File: config.mk
export PLATFORM = sky130hd
export DESIGN_NAME = csi_sfr_bridge
export DESIGN_NICKNAME = d
export VERILOG_FILES = /design/src/verilog/csi_pkg.sv /design/src/verilog/csi_reg_mem.sv /design/src/verilog/csi_sfr_bridge.sv
export SDC_FILE = /design/constraint.sdc
export NUM_CORES = 1
export LEC_CHECK = 0
export BUFFER_PORTS_ARGS = -buffer_cell sky130_fd_sc_hd__buf_2
export CAP_MARGIN = 20
export CORE_ASPECT_RATIO = 1.75
export CORE_UTILIZATION = 50
export CTS_BUF_LIST = sky130_fd_sc_hd__clkbuf_4 sky130_fd_sc_hd__clkbuf_8
export DETAILED_ROUTE_END_ITERATION = 12
export HOLD_SLACK_MARGIN = 0.02
export PLACE_DENSITY = 0.79
export SYNTH_ARGS = -nofsm -noshare
export SYNTH_HDL_FRONTEND = slang
export SYNTH_HIERARCHICAL = 1
export SYNTH_SLANG_ARGS = --single-unit
File: constraint.sdc
create_clock -name clk -period 2.4 [get_ports clk]
set_clock_uncertainty 0.05 [all_clocks]
set_input_delay 0.36 -clock clk [delete_from_list [all_inputs] [get_ports clk]]
set_output_delay 0.36 -clock clk [all_outputs]
set_load 0.03 [all_outputs]
File: src/verilog/csi_pkg.sv
/*
 * csi_pkg: constants shared by the CPU to CAN special function register bridge.
 * Assumes an 8-bit CPU special function register bus on the same clock as the block.
 */
// Notes on behaviour
// - pointer low five bits pick internal register
// - pointer resets to 64h, acceptance code
// - data port access hits the selected register
// - pointer bit 7 starts and tracks DMA
// - bit 5 auto increment, bit 6 reserved
// - reserved bits of pointer and control read one
// - control read returns CAN interrupt register
// - control write goes to command register
// - status register bit addresses DFh down D8h
// - data field from address 12, length coded
// - receive layout same, starting at 20
// - status read returns CAN status register
// - status write loads DMA RAM start address
// - auto increment bumps pointer after access
// - byte count is length code, 0 to 8
`default_nettype none

package csi_pkg;

	// ****************************************
	// register addresses
	// ****************************************
	localparam logic [7:0] ADDR_STATUS_DMA   = 8'hd8;
	localparam logic [7:0] ADDR_IRQ_CMD      = 8'hd9;
	localparam logic [7:0] ADDR_DATA_PORT    = 8'hda;
	localparam logic [7:0] ADDR_POINTER      = 8'hdb;
	localparam logic [4:0] BIT_ADDR_BASE     = 5'h1b;   // d8h..dfh share upper five bits

	// ****************************************
	// pointer fields and reset values
	// ****************************************
	localparam int         PTR_DMA_BIT       = 7;
	localparam int         PTR_RSVD_BIT      = 6;
	localparam int         PTR_POINTER_AUTO_INCREMENT_BIT   = 5;
	localparam int         PTR_SEL_W         = 5;
	localparam logic [7:0] POINTER_RESET     = 8'h64;
	localparam logic [7:0] DMA_ADDR_RESET    = 8'h00;
	localparam logic [7:0] IRQ_RSVD_MASK     = 8'he0;   // bits 7..5 of the interrupt view

	// ****************************************
	// internal buffer layout
	// ****************************************
	localparam logic [4:0] TX_DESC2_ADDR     = 5'h0b;   // address 11
	localparam logic [4:0] TX_DATA_ADDR      = 5'h0c;   // address 12
	localparam logic [4:0] RX_DESC2_ADDR     = 5'h15;   // address 21
	localparam logic [4:0] RX_DATA_ADDR      = 5'h16;   // address 22
	localparam logic [3:0] MAX_BYTE_COUNT    = 4'h8;
	localparam int         MEM_DEPTH         = 32;

	// ****************************************
	// read pipeline state
	// ****************************************
	typedef enum logic [1:0] {
		CSI_RD_IDLE,
		CSI_RD_FETCH,
		CSI_RD_DONE
	} csi_rd_e;

endpackage : csi_pkg

`default_nettype wire

File: src/verilog/csi_reg_mem.sv
/*
 * csi_reg_mem: the CAN controller internal register space, two ports.
 * Assumes both ports on one clock; port a (CPU side) wins a same-address write clash.
 */
`default_nettype none

module csi_reg_mem (
	input  wire logic       clk,
	input  wire logic       a_we,
	input  wire logic [4:0] a_addr,
	input  wire logic [7:0] a_wdata,
	output var  logic [7:0] a_rdata,
	input  wire logic       b_we,
	input  wire logic [4:0] b_addr,
	input  wire logic [7:0] b_wdata,
	output var  logic [7:0] b_rdata
);

	// ****************************************
	// storage
	// ****************************************
	logic [7:0] mem [csi_pkg::MEM_DEPTH];

	// write both ports, port a last so it wins a clash; read data registered
	always_ff @(posedge clk) begin
		if (b_we && !(a_we && a_addr == b_addr)) begin
			mem[b_addr] <= b_wdata;
		end
		if (a_we) begin
			mem[a_addr] <= a_wdata;
		end
		a_rdata <= mem[a_addr];
		b_rdata <= mem[b_addr];
	end

endmodule : csi_reg_mem

`default_nettype wire

File: src/verilog/csi_sfr_bridge.sv
/*
 * csi_sfr_bridge: pointer, data port, control and status special function
 * registers between the CPU and the CAN controller internals and DMA logic.
 * Assumes CPU strobes are one-cycle pulses on clk, at most one access per cycle,
 * and that the CAN core answers dma_start with a dma_done pulse.
 */
`default_nettype none

module csi_sfr_bridge (
	input  wire logic       clk,
	input  wire logic       rst_n,
	input  wire logic [7:0] sfr_addr,
	input  wire logic       sfr_wr,
	input  wire logic       sfr_rd,
	input  wire logic [7:0] sfr_wdata,
	output var  logic [7:0] sfr_rdata,
	output var  logic       sfr_rvalid,
	input  wire logic [7:0] sfr_bit_addr,
	input  wire logic       sfr_bit_wr,
	input  wire logic       sfr_bit_rd,
	input  wire logic       sfr_bit_wdata,
	output var  logic       sfr_bit_rdata,
	output var  logic       sfr_bit_rvalid,
	input  wire logic [4:0] can_irq,
	input  wire logic [7:0] can_status,
	input  wire logic       can_reset_req,
	input  wire logic       dma_done,
	output var  logic [7:0] cmd_data,
	output var  logic       cmd_valid,
	output var  logic       dma_start,
	output var  logic       dma_busy,
	output var  logic [7:0] dma_ram_addr,
	output var  logic [4:0] dma_buf_addr,
	input  wire logic       core_we,
	input  wire logic [4:0] core_addr,
	input  wire logic [7:0] core_wdata,
	output var  logic [7:0] core_rdata,
	output var  logic [3:0] tx_byte_count,
	output var  logic [3:0] rx_byte_count
);

	// ****************************************
	// declarations
	// ****************************************
	logic [7:0]     pointer_ff,   nxt_pointer;
	logic [7:0]     dma_addr_ff,  nxt_dma_addr;
	logic           dma_busy_ff,  nxt_dma_busy;
	logic           dma_start_ff, nxt_dma_start;
	logic [7:0]     cmd_data_ff,  nxt_cmd_data;
	logic           cmd_valid_ff, nxt_cmd_valid;
	logic [3:0]     tx_cnt_ff,    nxt_tx_cnt;
	logic [3:0]     rx_cnt_ff,    nxt_rx_cnt;
	csi_pkg::csi_rd_e rd_st_ff,   nxt_rd_st;
	logic [7:0]     rd_sel_ff,    nxt_rd_sel;
	logic [7:0]     rd_snap_ff,   nxt_rd_snap;
	logic [7:0]     rdata_ff,     nxt_rdata;
	logic           rvalid_ff,    nxt_rvalid;
	logic           bit_rdata_ff, nxt_bit_rdata;
	logic           bit_rvalid_ff, nxt_bit_rvalid;
	logic           hit_ptr;
	logic           hit_dat;
	logic           hit_cmd;
	logic           hit_sta;
	logic           wr_ok;
	logic           port_access;
	logic           bit_hit;
	logic           mem_we;
	logic [7:0]     mem_rdata;
	logic [7:0]     core_rdata_w;
	logic [7:0]     ptr_visible;

	// ****************************************
	// address decode
	// ****************************************
	// decode the four registers; CPU writes are held off while DMA runs
	always_comb begin
		hit_ptr = 1'b0;
		hit_dat = 1'b0;
		hit_cmd = 1'b0;
		hit_sta = 1'b0;
		if (sfr_addr == csi_pkg::ADDR_POINTER) begin
			hit_ptr = 1'b1;
		end else if (sfr_addr == csi_pkg::ADDR_DATA_PORT) begin
			hit_dat = 1'b1;
		end else if (sfr_addr == csi_pkg::ADDR_IRQ_CMD) begin
			hit_cmd = 1'b1;
		end else if (sfr_addr == csi_pkg::ADDR_STATUS_DMA) begin
			hit_sta = 1'b1;
		end
	end

	assign wr_ok       = sfr_wr && !dma_busy_ff;
	assign port_access = hit_dat && !dma_busy_ff && (sfr_wr || sfr_rd);
	assign mem_we      = hit_dat && wr_ok;
	assign bit_hit     = sfr_bit_addr[7:3] == csi_pkg::BIT_ADDR_BASE;
	assign ptr_visible = pointer_ff | (8'h01 << csi_pkg::PTR_RSVD_BIT);

	// ****************************************
	// internal register space
	// ****************************************
	// data port is a window onto the location picked by the pointer
	csi_reg_mem u_mem (
		.clk     (clk),
		.a_we    (mem_we),
		.a_addr  (pointer_ff[csi_pkg::PTR_SEL_W-1:0]),
		.a_wdata (sfr_wdata),
		.a_rdata (mem_rdata),
		.b_we    (core_we),
		.b_addr  (core_addr),
		.b_wdata (core_wdata),
		.b_rdata (core_rdata_w)
	);

	// ****************************************
	// pointer and DMA control
	// ****************************************
	// pointer writes, auto increment and the DMA start and finish
	always_comb begin
		nxt_pointer   = pointer_ff;
		nxt_dma_busy  = dma_busy_ff;
		nxt_dma_start = 1'b0;
		if (dma_busy_ff && dma_done) begin
			nxt_pointer[csi_pkg::PTR_DMA_BIT] = 1'b0;
			nxt_dma_busy = 1'b0;
		end
		if (hit_ptr && wr_ok) begin
			nxt_pointer = sfr_wdata;
			nxt_pointer[csi_pkg::PTR_RSVD_BIT] = 1'b1;
			if (sfr_wdata[csi_pkg::PTR_DMA_BIT] && !can_reset_req) begin
				nxt_dma_busy  = 1'b1;
				nxt_dma_start = 1'b1;
			end else begin
				nxt_pointer[csi_pkg::PTR_DMA_BIT] = 1'b0;
			end
		end else if (port_access && pointer_ff[csi_pkg::PTR_POINTER_AUTO_INCREMENT_BIT]) begin
			if (&pointer_ff[csi_pkg::PTR_SEL_W-1:0]) begin
				nxt_pointer[csi_pkg::PTR_POINTER_AUTO_INCREMENT_BIT:0] = 6'h00;
			end else begin
				nxt_pointer[csi_pkg::PTR_SEL_W-1:0] =
					pointer_ff[csi_pkg::PTR_SEL_W-1:0] + 5'h01;
			end
		end
	end

	always_ff @(posedge clk) begin
		if (!rst_n) begin
			pointer_ff   <= csi_pkg::POINTER_RESET;
			dma_busy_ff  <= 1'b0;
			dma_start_ff <= 1'b0;
		end else begin
			pointer_ff   <= nxt_pointer;
			dma_busy_ff  <= nxt_dma_busy;
			dma_start_ff <= nxt_dma_start;
		end
	end

	// ****************************************
	// command and DMA address
	// ****************************************
	// control writes pass to the command register; status writes load RAM address
	always_comb begin
		nxt_cmd_data  = cmd_data_ff;
		nxt_cmd_valid = 1'b0;
		nxt_dma_addr  = dma_addr_ff;
		if (hit_cmd && wr_ok) begin
			nxt_cmd_data  = sfr_wdata;
			nxt_cmd_valid = 1'b1;
		end
		if (hit_sta && wr_ok) begin
			nxt_dma_addr = sfr_wdata;
		end else if (bit_hit && sfr_bit_wr && !dma_busy_ff) begin
			nxt_dma_addr[sfr_bit_addr[2:0]] = sfr_bit_wdata;
		end
	end

	always_ff @(posedge clk) begin
		if (!rst_n) begin
			cmd_data_ff  <= 8'h00;
			cmd_valid_ff <= 1'b0;
			dma_addr_ff  <= csi_pkg::DMA_ADDR_RESET;
		end else begin
			cmd_data_ff  <= nxt_cmd_data;
			cmd_valid_ff <= nxt_cmd_valid;
			dma_addr_ff  <= nxt_dma_addr;
		end
	end

	// ****************************************
	// data byte counts
	// ****************************************
	// length codes are caught as descriptor byte 2 is written, clamped to eight
	always_comb begin
		nxt_tx_cnt = tx_cnt_ff;
		nxt_rx_cnt = rx_cnt_ff;
		if (core_we && core_addr == csi_pkg::TX_DESC2_ADDR) begin
			nxt_tx_cnt = (core_wdata[3:0] > csi_pkg::MAX_BYTE_COUNT) ?
				csi_pkg::MAX_BYTE_COUNT : core_wdata[3:0];
		end
		if (core_we && core_addr == csi_pkg::RX_DESC2_ADDR) begin
			nxt_rx_cnt = (core_wdata[3:0] > csi_pkg::MAX_BYTE_COUNT) ?
				csi_pkg::MAX_BYTE_COUNT : core_wdata[3:0];
		end
		if (mem_we && pointer_ff[4:0] == csi_pkg::TX_DESC2_ADDR) begin
			nxt_tx_cnt = (sfr_wdata[3:0] > csi_pkg::MAX_BYTE_COUNT) ?
				csi_pkg::MAX_BYTE_COUNT : sfr_wdata[3:0];
		end
		if (mem_we && pointer_ff[4:0] == csi_pkg::RX_DESC2_ADDR) begin
			nxt_rx_cnt = (sfr_wdata[3:0] > csi_pkg::MAX_BYTE_COUNT) ?
				csi_pkg::MAX_BYTE_COUNT : sfr_wdata[3:0];
		end
	end

	always_ff @(posedge clk) begin
		if (!rst_n) begin
			tx_cnt_ff <= 4'h0;
			rx_cnt_ff <= 4'h0;
		end else begin
			tx_cnt_ff <= nxt_tx_cnt;
			rx_cnt_ff <= nxt_rx_cnt;
		end
	end

	// ****************************************
	// byte read pipeline
	// ****************************************
	// cycle 1 snapshots the view and waits on memory, cycle 2 presents data
	always_comb begin
		nxt_rd_st   = csi_pkg::CSI_RD_IDLE;
		nxt_rd_sel  = rd_sel_ff;
		nxt_rd_snap = rd_snap_ff;
		nxt_rdata   = rdata_ff;
		nxt_rvalid  = 1'b0;
		case (rd_st_ff)
			csi_pkg::CSI_RD_FETCH: begin
				nxt_rd_st  = csi_pkg::CSI_RD_DONE;
				nxt_rvalid = 1'b1;
				if (rd_sel_ff == csi_pkg::ADDR_DATA_PORT) begin
					nxt_rdata = mem_rdata;
				end else begin
					nxt_rdata = rd_snap_ff;
				end
			end
			default: begin
				nxt_rd_st = csi_pkg::CSI_RD_IDLE;
			end
		endcase
		if (sfr_rd && !sfr_wr && !dma_busy_ff &&
			(hit_ptr || hit_dat || hit_cmd || hit_sta)) begin
			nxt_rd_st  = csi_pkg::CSI_RD_FETCH;
			nxt_rd_sel = sfr_addr;
			if (hit_ptr) begin
				nxt_rd_snap = ptr_visible;
			end else if (hit_cmd) begin
				nxt_rd_snap = csi_pkg::IRQ_RSVD_MASK | {3'h0, can_irq};
			end else begin
				nxt_rd_snap = can_status;
			end
		end
	end

	always_ff @(posedge clk) begin
		if (!rst_n) begin
			rd_st_ff   <= csi_pkg::CSI_RD_IDLE;
			rd_sel_ff  <= 8'h00;
			rd_snap_ff <= 8'h00;
			rdata_ff   <= 8'h00;
			rvalid_ff  <= 1'b0;
		end else begin
			rd_st_ff   <= nxt_rd_st;
			rd_sel_ff  <= nxt_rd_sel;
			rd_snap_ff <= nxt_rd_snap;
			rdata_ff   <= nxt_rdata;
			rvalid_ff  <= nxt_rvalid;
		end
	end

	// ****************************************
	// bit reads of the status register
	// ****************************************
	// a bit read returns one status bit on the next cycle
	always_comb begin
		nxt_bit_rdata  = bit_rdata_ff;
		nxt_bit_rvalid = 1'b0;
		if (sfr_bit_rd && bit_hit && !dma_busy_ff) begin
			nxt_bit_rdata  = can_status[sfr_bit_addr[2:0]];
			nxt_bit_rvalid = 1'b1;
		end
	end

	always_ff @(posedge clk) begin
		if (!rst_n) begin
			bit_rdata_ff  <= 1'b0;
			bit_rvalid_ff <= 1'b0;
		end else begin
			bit_rdata_ff  <= nxt_bit_rdata;
			bit_rvalid_ff <= nxt_bit_rvalid;
		end
	end

	// ****************************************
	// outputs
	// ****************************************
	// every output is a flip-flop
	assign sfr_rdata      = rdata_ff;
	assign sfr_rvalid     = rvalid_ff;
	assign sfr_bit_rdata  = bit_rdata_ff;
	assign sfr_bit_rvalid = bit_rvalid_ff;
	assign cmd_data       = cmd_data_ff;
	assign cmd_valid      = cmd_valid_ff;
	assign dma_start      = dma_start_ff;
	assign dma_busy       = dma_busy_ff;
	assign dma_ram_addr   = dma_addr_ff;
	assign dma_buf_addr   = pointer_ff[csi_pkg::PTR_SEL_W-1:0];
	assign core_rdata     = core_rdata_w;
	assign tx_byte_count  = tx_cnt_ff;
	assign rx_byte_count  = rx_cnt_ff;

endmodule : csi_sfr_bridge

`default_nettype wire
==> results of run 1 <==
## critical path, stage by stage, from the launching register on
cell and delay, ns:
dfxtp_4 0.37, buf_12 0.21, buf_4 0.32, mux2i_1 0.46, o22ai_1 0.23, nor4_1 0.48, nand2_1 0.14
## state kept, by name, summed over array words and instances (netlist names)
| name | cells |
|---|---|
| sfr_bit_rdata | 1 |
| rd_st_ff | 2 |
| rx_byte_count | 4 |
| dma_start | 1 |
| sfr_rvalid | 1 |
| rd_snap_ff | 8 |
| u_mem/a_rdata | 8 |
| tx_byte_count | 4 |
| rd_sel_ff | 8 |
| sfr_rdata | 8 |
| cmd_data | 8 |
| sfr_bit_rvalid | 1 |
| dma_ram_addr | 8 |
| dma_busy | 1 |
| pointer_ff | 7 |
| u_mem/mem | 256 |
| u_mem/b_rdata | 8 |
| cmd_valid | 1 |
## cells in the mapped netlist, types with 4 or more instances
| library cell | instances | area, um2 |
|---|---|---|
| a211oi_1 | 11 | 82.6 |
| clkbuf_1 | 87 | 327 |
| and3_1 | 10 | 62.6 |
| nand3_1 | 22 | 110 |
| nand4b_1 | 13 | 114 |
| inv_1 | 26 | 97.6 |
| o31ai_1 | 34 | 255 |
| nor4_1 | 39 | 244 |
| and2_1 | 4 | 25.0 |
| nand3_2 | 6 | 60.1 |
| or4b_2 | 5 | 50.1 |
| nor2b_1 | 5 | 31.3 |
| mux2_1 | 11 | 124 |
| nand4_1 | 4 | 25.0 |
| mux2_2 | 252 | 2840 |
| nor3_4 | 4 | 65.1 |
| nor2_2 | 6 | 37.5 |
| and3b_1 | 5 | 43.8 |
| dfxtp_1 | 79 | 1580 |
| o21a_1 | 5 | 37.5 |
| or4bb_1 | 5 | 56.3 |
| o22ai_1 | 128 | 801 |
| edfxtp_1 | 256 | 7690 |
| nand3b_1 | 7 | 52.6 |
| buf_4 | 13 | 97.6 |
| nand2b_1 | 6 | 37.5 |
| buf_1 | 7 | 26.3 |
| xor2_1 | 4 | 35.0 |
| nor2_1 | 28 | 105 |
| a21oi_1 | 26 | 130 |
| nand2_1 | 47 | 176 |
| nand4bb_1 | 11 | 124 |
| mux2i_1 | 279 | 2790 |
| buf_2 | 38 | 190 |
| nor3_1 | 8 | 40.0 |
| o21ai_0 | 16 | 80.1 |
| nor2_4 | 8 | 90.1 |
| nand2_2 | 10 | 62.6 |
## cell families (layout without fill, tap and decap cells)
| kind of cell | Yosys count | in the layout |
|---|---|---|
| xor gates and xnor gates | 6 | 6 |
| AOI/OAI and AO/OA | 239 | 239 |
| other | 0 | 6 |
| DFF | 335 | 335 |
| adders and majority gates | 3 | 3 |
| muxes | 543 | 543 |
| buffers and inverters | 177 | 429 |
| and+or+nand+nor | 291 | 293 |
## metal layers
metal / global-route usage / vias to the layer above / routed length, um
met5: 0 / - / 15
met4: 0.331 / 2 / 8290
met3: 0.131 / 418 / 7500
met2: 0.621 / 1164 / 36000
met1: 0.377 / 7727 / 23300
li1: - / 6675 / -
## what timing repair did
item / in CTS / in global routing
resized for setup: 6 / 26
hold buffers: 7 / 0
hold endpoints to repair: 8 / 0
pin swaps: 4 / 3
setup endpoints to repair: 95 / 228
gates cloned: 0 / 2
## area by class of cell
| cell class | instances | share of cell area |
|---|---|---|
| sequential | 335 | 0.398 |
| antenna | 6 | 0.000645 |
| clock buffer | 65 | 0.0360 |
| inverter | 26 | 0.00419 |
| tap | 485 | 0.0261 |
| clock inverter | 22 | 0.00693 |
| timing repair buffer | 316 | 0.106 |
| multi-input combinational | 1084 | 0.422 |
## through the flow
step	std cells	utilization	total power (W)	worst slack [ns]	setup TNS, ns
finish	2339	0.607	0.0124	-0.0482	-0.0482
global route	2334	0.606	0.0127	-0.00727	-0.0273
CTS	2331	0.602	0.0123	-0.0313	-0.465
detailed placement	2237	0.572	0.00767	-0.282	-67.04
global placement	2237	0.572	0.00763	-0.281	-65.53
floorplan	1594	-	0.00712	-0.0801	-1.42
## worst max-delay path by stage
| stage | from | endpoint | slack, ns | depth (start not counted) |
|---|---|---|---|---|
| 3_3_place_gp | sfr_addr[5] | u_mem/mem[24][4] | -0.28 | 9 |
| 5_1_grt | dma_busy | u_mem/mem[24][1] | -0.007 | 8 |
| 4_1_cts | pointer_ff[1] | u_mem/mem[6][1] | -0.03 | 7 |
| 3_5_place_dp | sfr_addr[5] | u_mem/mem[24][6] | -0.28 | 9 |
| 6_report | pointer_ff[1] | u_mem/a_rdata[5] | -0.05 | 6 |
| 2_1_floorplan | sfr_addr[5] | u_mem/mem[24][0] | -0.08 | 7 |
## report_power, final
part | total [W] | internal (W) | switching [W]
sequential | 0.00634 | 0.00630 | 0.0000347
clock | 0.00478 | 0.00249 | 0.00229
combinational | 0.00129 | 0.000488 | 0.000798
==> run metrics, run 1 <==
syn nets between 1,500 and 2,000; clk slew on worst S/H paths approximately 0.070 ns; Worst Path Required around 2.8 ns; crit share post-route 1.02; wire per inst around 32 um; WL final roughly 75,000 um; R2R Setup Slk -0.05 ns; Leak ~8.3 nW; post-synthesis mux area share 0.296; Worst Setup Path Type reg2reg; max_cap viols 0; register area share after synthesis 0.475; # rows 95; Rel. slew slack 0.263; Top FF cell, synth edfxtp_1; I/O pin count 111; worst hold path type in2reg; Worst Path Arrival about 2.9 ns; Mapped Cells roughly 1,600; DRT antenna net count 0; status finished with violations; Synth Area in XOR/XNOR 0.00270; # clock sinks about 340; flops & latches, synth roughly 340; Area growth, synth to finish 19.5%; vias in the first global route about 16,000; Pre-antenna DRT Iters 7; grt total ovfl 0; hold path depth 3; Synth Area in Adders 0.00193; Reg2Reg Depth 6; worst slew pin tran approximately 1.1 ns; Final Worst Setup Slack -0.0482 ns; Cell Pwr Density ~530 nW/um2; CP Max Fanout 23; TritonCTS clock tree yes; routability congestion estimate 1.07; largest family of logic cells by synthesized area multiplexers; placed inst area 22,000 um2; Setup crit end kind flop; Num CTS Buffers 48; Final setup viols 1; Worst-Skew Late Latency just over 0.6 ns; Hold Slack slightly below 0.03 ns; # H-tree levels 2; r2r startpoint pointer_ff[1]; worst-case clock buffer depth 3; Worst VDD drop approximately 340 uV; share of cells above drive strength 1 0.404; routed vias between 15,000 and 20,000; # DRC 0; initial core utilization 0.508; most frequent cells in the layout mux2i_1, edfxtp_1, mux2_2; antenna violations before repair 11; post-synthesis simple-gate area fraction 0.103; commonest non-fill, non-tap cell in the layout mux2i_1; Die H 263 um; GRT Total Usage 0.380; final instance area about 23,000 um2; failing checks negative setup slack; Multi-input gate area between 9000 and 10,000 um2; Cell Area, Synth a little under 20,000 um2; NumNets Final roughly 1,900; Post-CTS Setup Bufs 0; r2r endpoint u_mem/a_rdata[5]; Worst Hold End rd_snap_ff[0]; Achievable Freq 0.408 GHz; die width around 150 um; max-slew violations 0; DRT iter0 DRCs about 1,600; Port Buffers between 100 and 150; Final Hold Fails 0; DR vias/cell 6.83; filler cell count slightly below 3,000; number of distinct library cells after synthesis 80; pin count of the biggest net entering global routing 38; hold path start can_status[0]; Register Area ~9000 um2; Synth warnings 6; Post-synth EDFFs 256; first-pass GRT wire length roughly 110,000 um; area fraction in compound gates after synthesis 0.0795; Post-DP HPWL 51,400 um; Tmin final 2.45 ns; die footprint approximately 40,000 um2; Post-synth ARST share 0; core area between 30,000 and 40,000 um2; Root Buffer clkbuf_8; average cell area after synthesis between 10 and 15 um2; CP Launch Type flop
(Power assumes the default switching activity.)
==> run 2: changes to the inputs <==
Settings changed: BUFFER_PORTS_ARGS -buffer_cell sky130_fd_sc_hd__buf_2 to default, DONT_BUFFER_PORTS from default to 1, PLACE_DENSITY 0.79 to 0.77.
==> run 2 against run 1 <==
  * The flow now finishes without violations
  * Routed wire length is 1.2% higher
  * Power is 0.49% higher
  * Via count fell by 4.3%
  * Combinational power decreased by 22%
  * Final cell count fell by 6.5%
  * Critical path type unchanged
  * Largest cell class unchanged
  * Largest power group unchanged
==> run metrics, run 2 (synthesis gave the netlist of run 1 again) <==
status completed; # DRC 0 (unchanged); max reg flops 256 (unchanged); I/O pin count 111 (unchanged); worst hold path type in2reg; Worst-Skew Late Latency 0.67 ns (+0.05 ns); CP Launch Type flop; # H-tree levels 2 (unchanged); CP cell instances buf_4, buf_4, or4b_1, o22ai_1, nor4_1, nand2_1; CP Max Fanout 9 (-61%); post-place setup slack -0.263 ns (+0.0193 ns); Num CTS Buffers 49 (+2.1%); worst-case clock buffer depth 3 (unchanged); commonest non-fill, non-tap cell in the layout mux2i_1; core area 38,400 um2 (unchanged); grt total ovfl 0 (unchanged); Worst Path Required 2.87 ns (+0.03 ns); Setup crit end kind flop; Achievable Freq 0.418 GHz (+2.2%); Final setup viols 0 (-1); max-slew violations 0 (unchanged); Tmin final 2.39 ns (-0.0538 ns); Worst Path Arrival 2.86 ns (-0.02 ns); Port Buffers 0 (-100%); most frequent cells in the layout mux2i_1, edfxtp_1, mux2_2; crit share post-route 0.998 (-0.0224); routed vias 15,300 (-4.3%); clk slew on worst S/H paths 0.07 ns (about the same); vias in the first global route 15,400 (-3.6%); initial core utilization 0.508 (unchanged); NumNets Final 1,720 (-8.2%); Worst VDD drop 363 uV (+7.1%); Rel. slew slack 0.210 (-0.0529); worst slew pin tran 1.18 ns (+0.0705 ns); crit path max-delay cell type nor4_1; Worst Setup Path Type reg2reg; Pre-antenna DRT Iters 5 (-2); Cell Pwr Density 549 nW/um2 (+3.1%); max_cap viols 0 (unchanged); Final Worst Setup Slack 0.00551 ns (+0.0538 ns); Die H 263 um (unchanged); Leak 7.74 nW (-7.3%); Root Buffer clkbuf_8; routability congestion estimate 1.01 (-5.0%); # clock sinks 335 (unchanged); die footprint 39,800 um2 (unchanged); Biggest register u_mem/mem; first-pass GRT wire length 107,000 um (+0.53%); Post-DP HPWL 48,600 um (-5.5%); GRT Total Usage 0.387 (+0.00643); # rows 95 (unchanged); antenna violations before repair 5 (-6); wire per inst 34.7 um (+8.2%); share of cells above drive strength 1 0.340 (-0.0639); DR vias/cell 7.00 (+2.4%); DRT antenna net count 0 (unchanged); TritonCTS clock tree yes; CP most frequent cell buf_4; pin count of the biggest net entering global routing 137 (+260%); die width 151 um (unchanged); DRT iter0 DRCs 1,609 (-1.7%); Setup TNS 0 ns (+0.0482 ns); CP max stage delay 0.51 ns (+0.03 ns); Final Hold Fails 0 (unchanged); WL final 76,000 um (+1.2%); Area growth, synth to finish 16.4%
[run 2: changes by cell type in the layout (fill, tap and decap cells not counted), sizes merged]
| cell | change |
|---|---|
| bufinv | +2 |
| clkinv | +2 |
| dlygate4sd3 | +17 |
| clkinvlp | -1 |
| clkbuf | +2 |
| nor2 | -2 |
| buf | -170 |
| diode | -2 |
[run 2: per-stage QoR]
step	utilization	hold slack, ns	total power [W]	instances	cell area (um2)
after floorplan	-	0.382	0.00712	1594	19700
after detailed placement	0.543	0.392	0.00715	2050	20900
after global routing	0.591	0.0246	0.0127	2184	22700
after global placement	0.543	0.389	0.00713	2050	20900
after CTS	0.588	0.0310	0.0124	2180	22600
final	0.591	0.00202	0.0125	2187	22700
[run 2: cell type report]
cell class,count,area [um2]
fillers,2981,15700
multi-input cells,1082,9760
flip-flops and latches,335,9280
repair buffers,163,1880
clock buffers,67,835
well taps,485,607
clock inverters,25,226
inverters,26,97.6
diodes,4,10.0
[run 2: routing by layer]
| layer | track usage | part of all wire | vias to the layer above |
|---|---|---|---|
| met2 | 0.642 | 0.49 | 1051 |
| met4 | 0.310 | 0.096 | 2 |
| met1 | 0.387 | 0.31 | 7541 |
| met3 | 0.131 | 0.097 | 358 |
| li1 | - | - | 6352 |
| met5 | 0 | 0.00024 | - |
[run 2: worst paths after layout]
kind	slack, ns	startpoint	endpoint	cells past startpoint
max	0.006	pointer_ff[2]	u_mem/a_rdata[5]	6
min	0.002	core_wdata[1]	rx_byte_count[1]	3
max reg2reg	0.006	pointer_ff[2]	u_mem/a_rdata[5]	6
min reg2reg	0.42	rd_snap_ff[3]	rd_snap_ff[3]	2
[run 2: where the power goes]
group / switching [W] / internal (W)
Sequential: 0.0000853 / 0.00630
Combinational: 0.000580 / 0.000427
Clock: 0.00236 / 0.00271
[run 2: critical path, delay by kind of cell, from the launching register on]
kind,cells,cell delay [ns]
AO/OA/AOI/OAI,1,0.22
buffers and inverters,2,0.34
flip-flops,1,0.47
AND/OR/NAND/NOR,3,1.18
[run 2: repair_timing]
item	4_1_cts	5_1_grt
hold buffers	37	3
setup endpoints to repair	376	130
hold endpoints to repair	307	2
pin swaps	4	2
buffers inserted	1	0
resized for setup	16	12
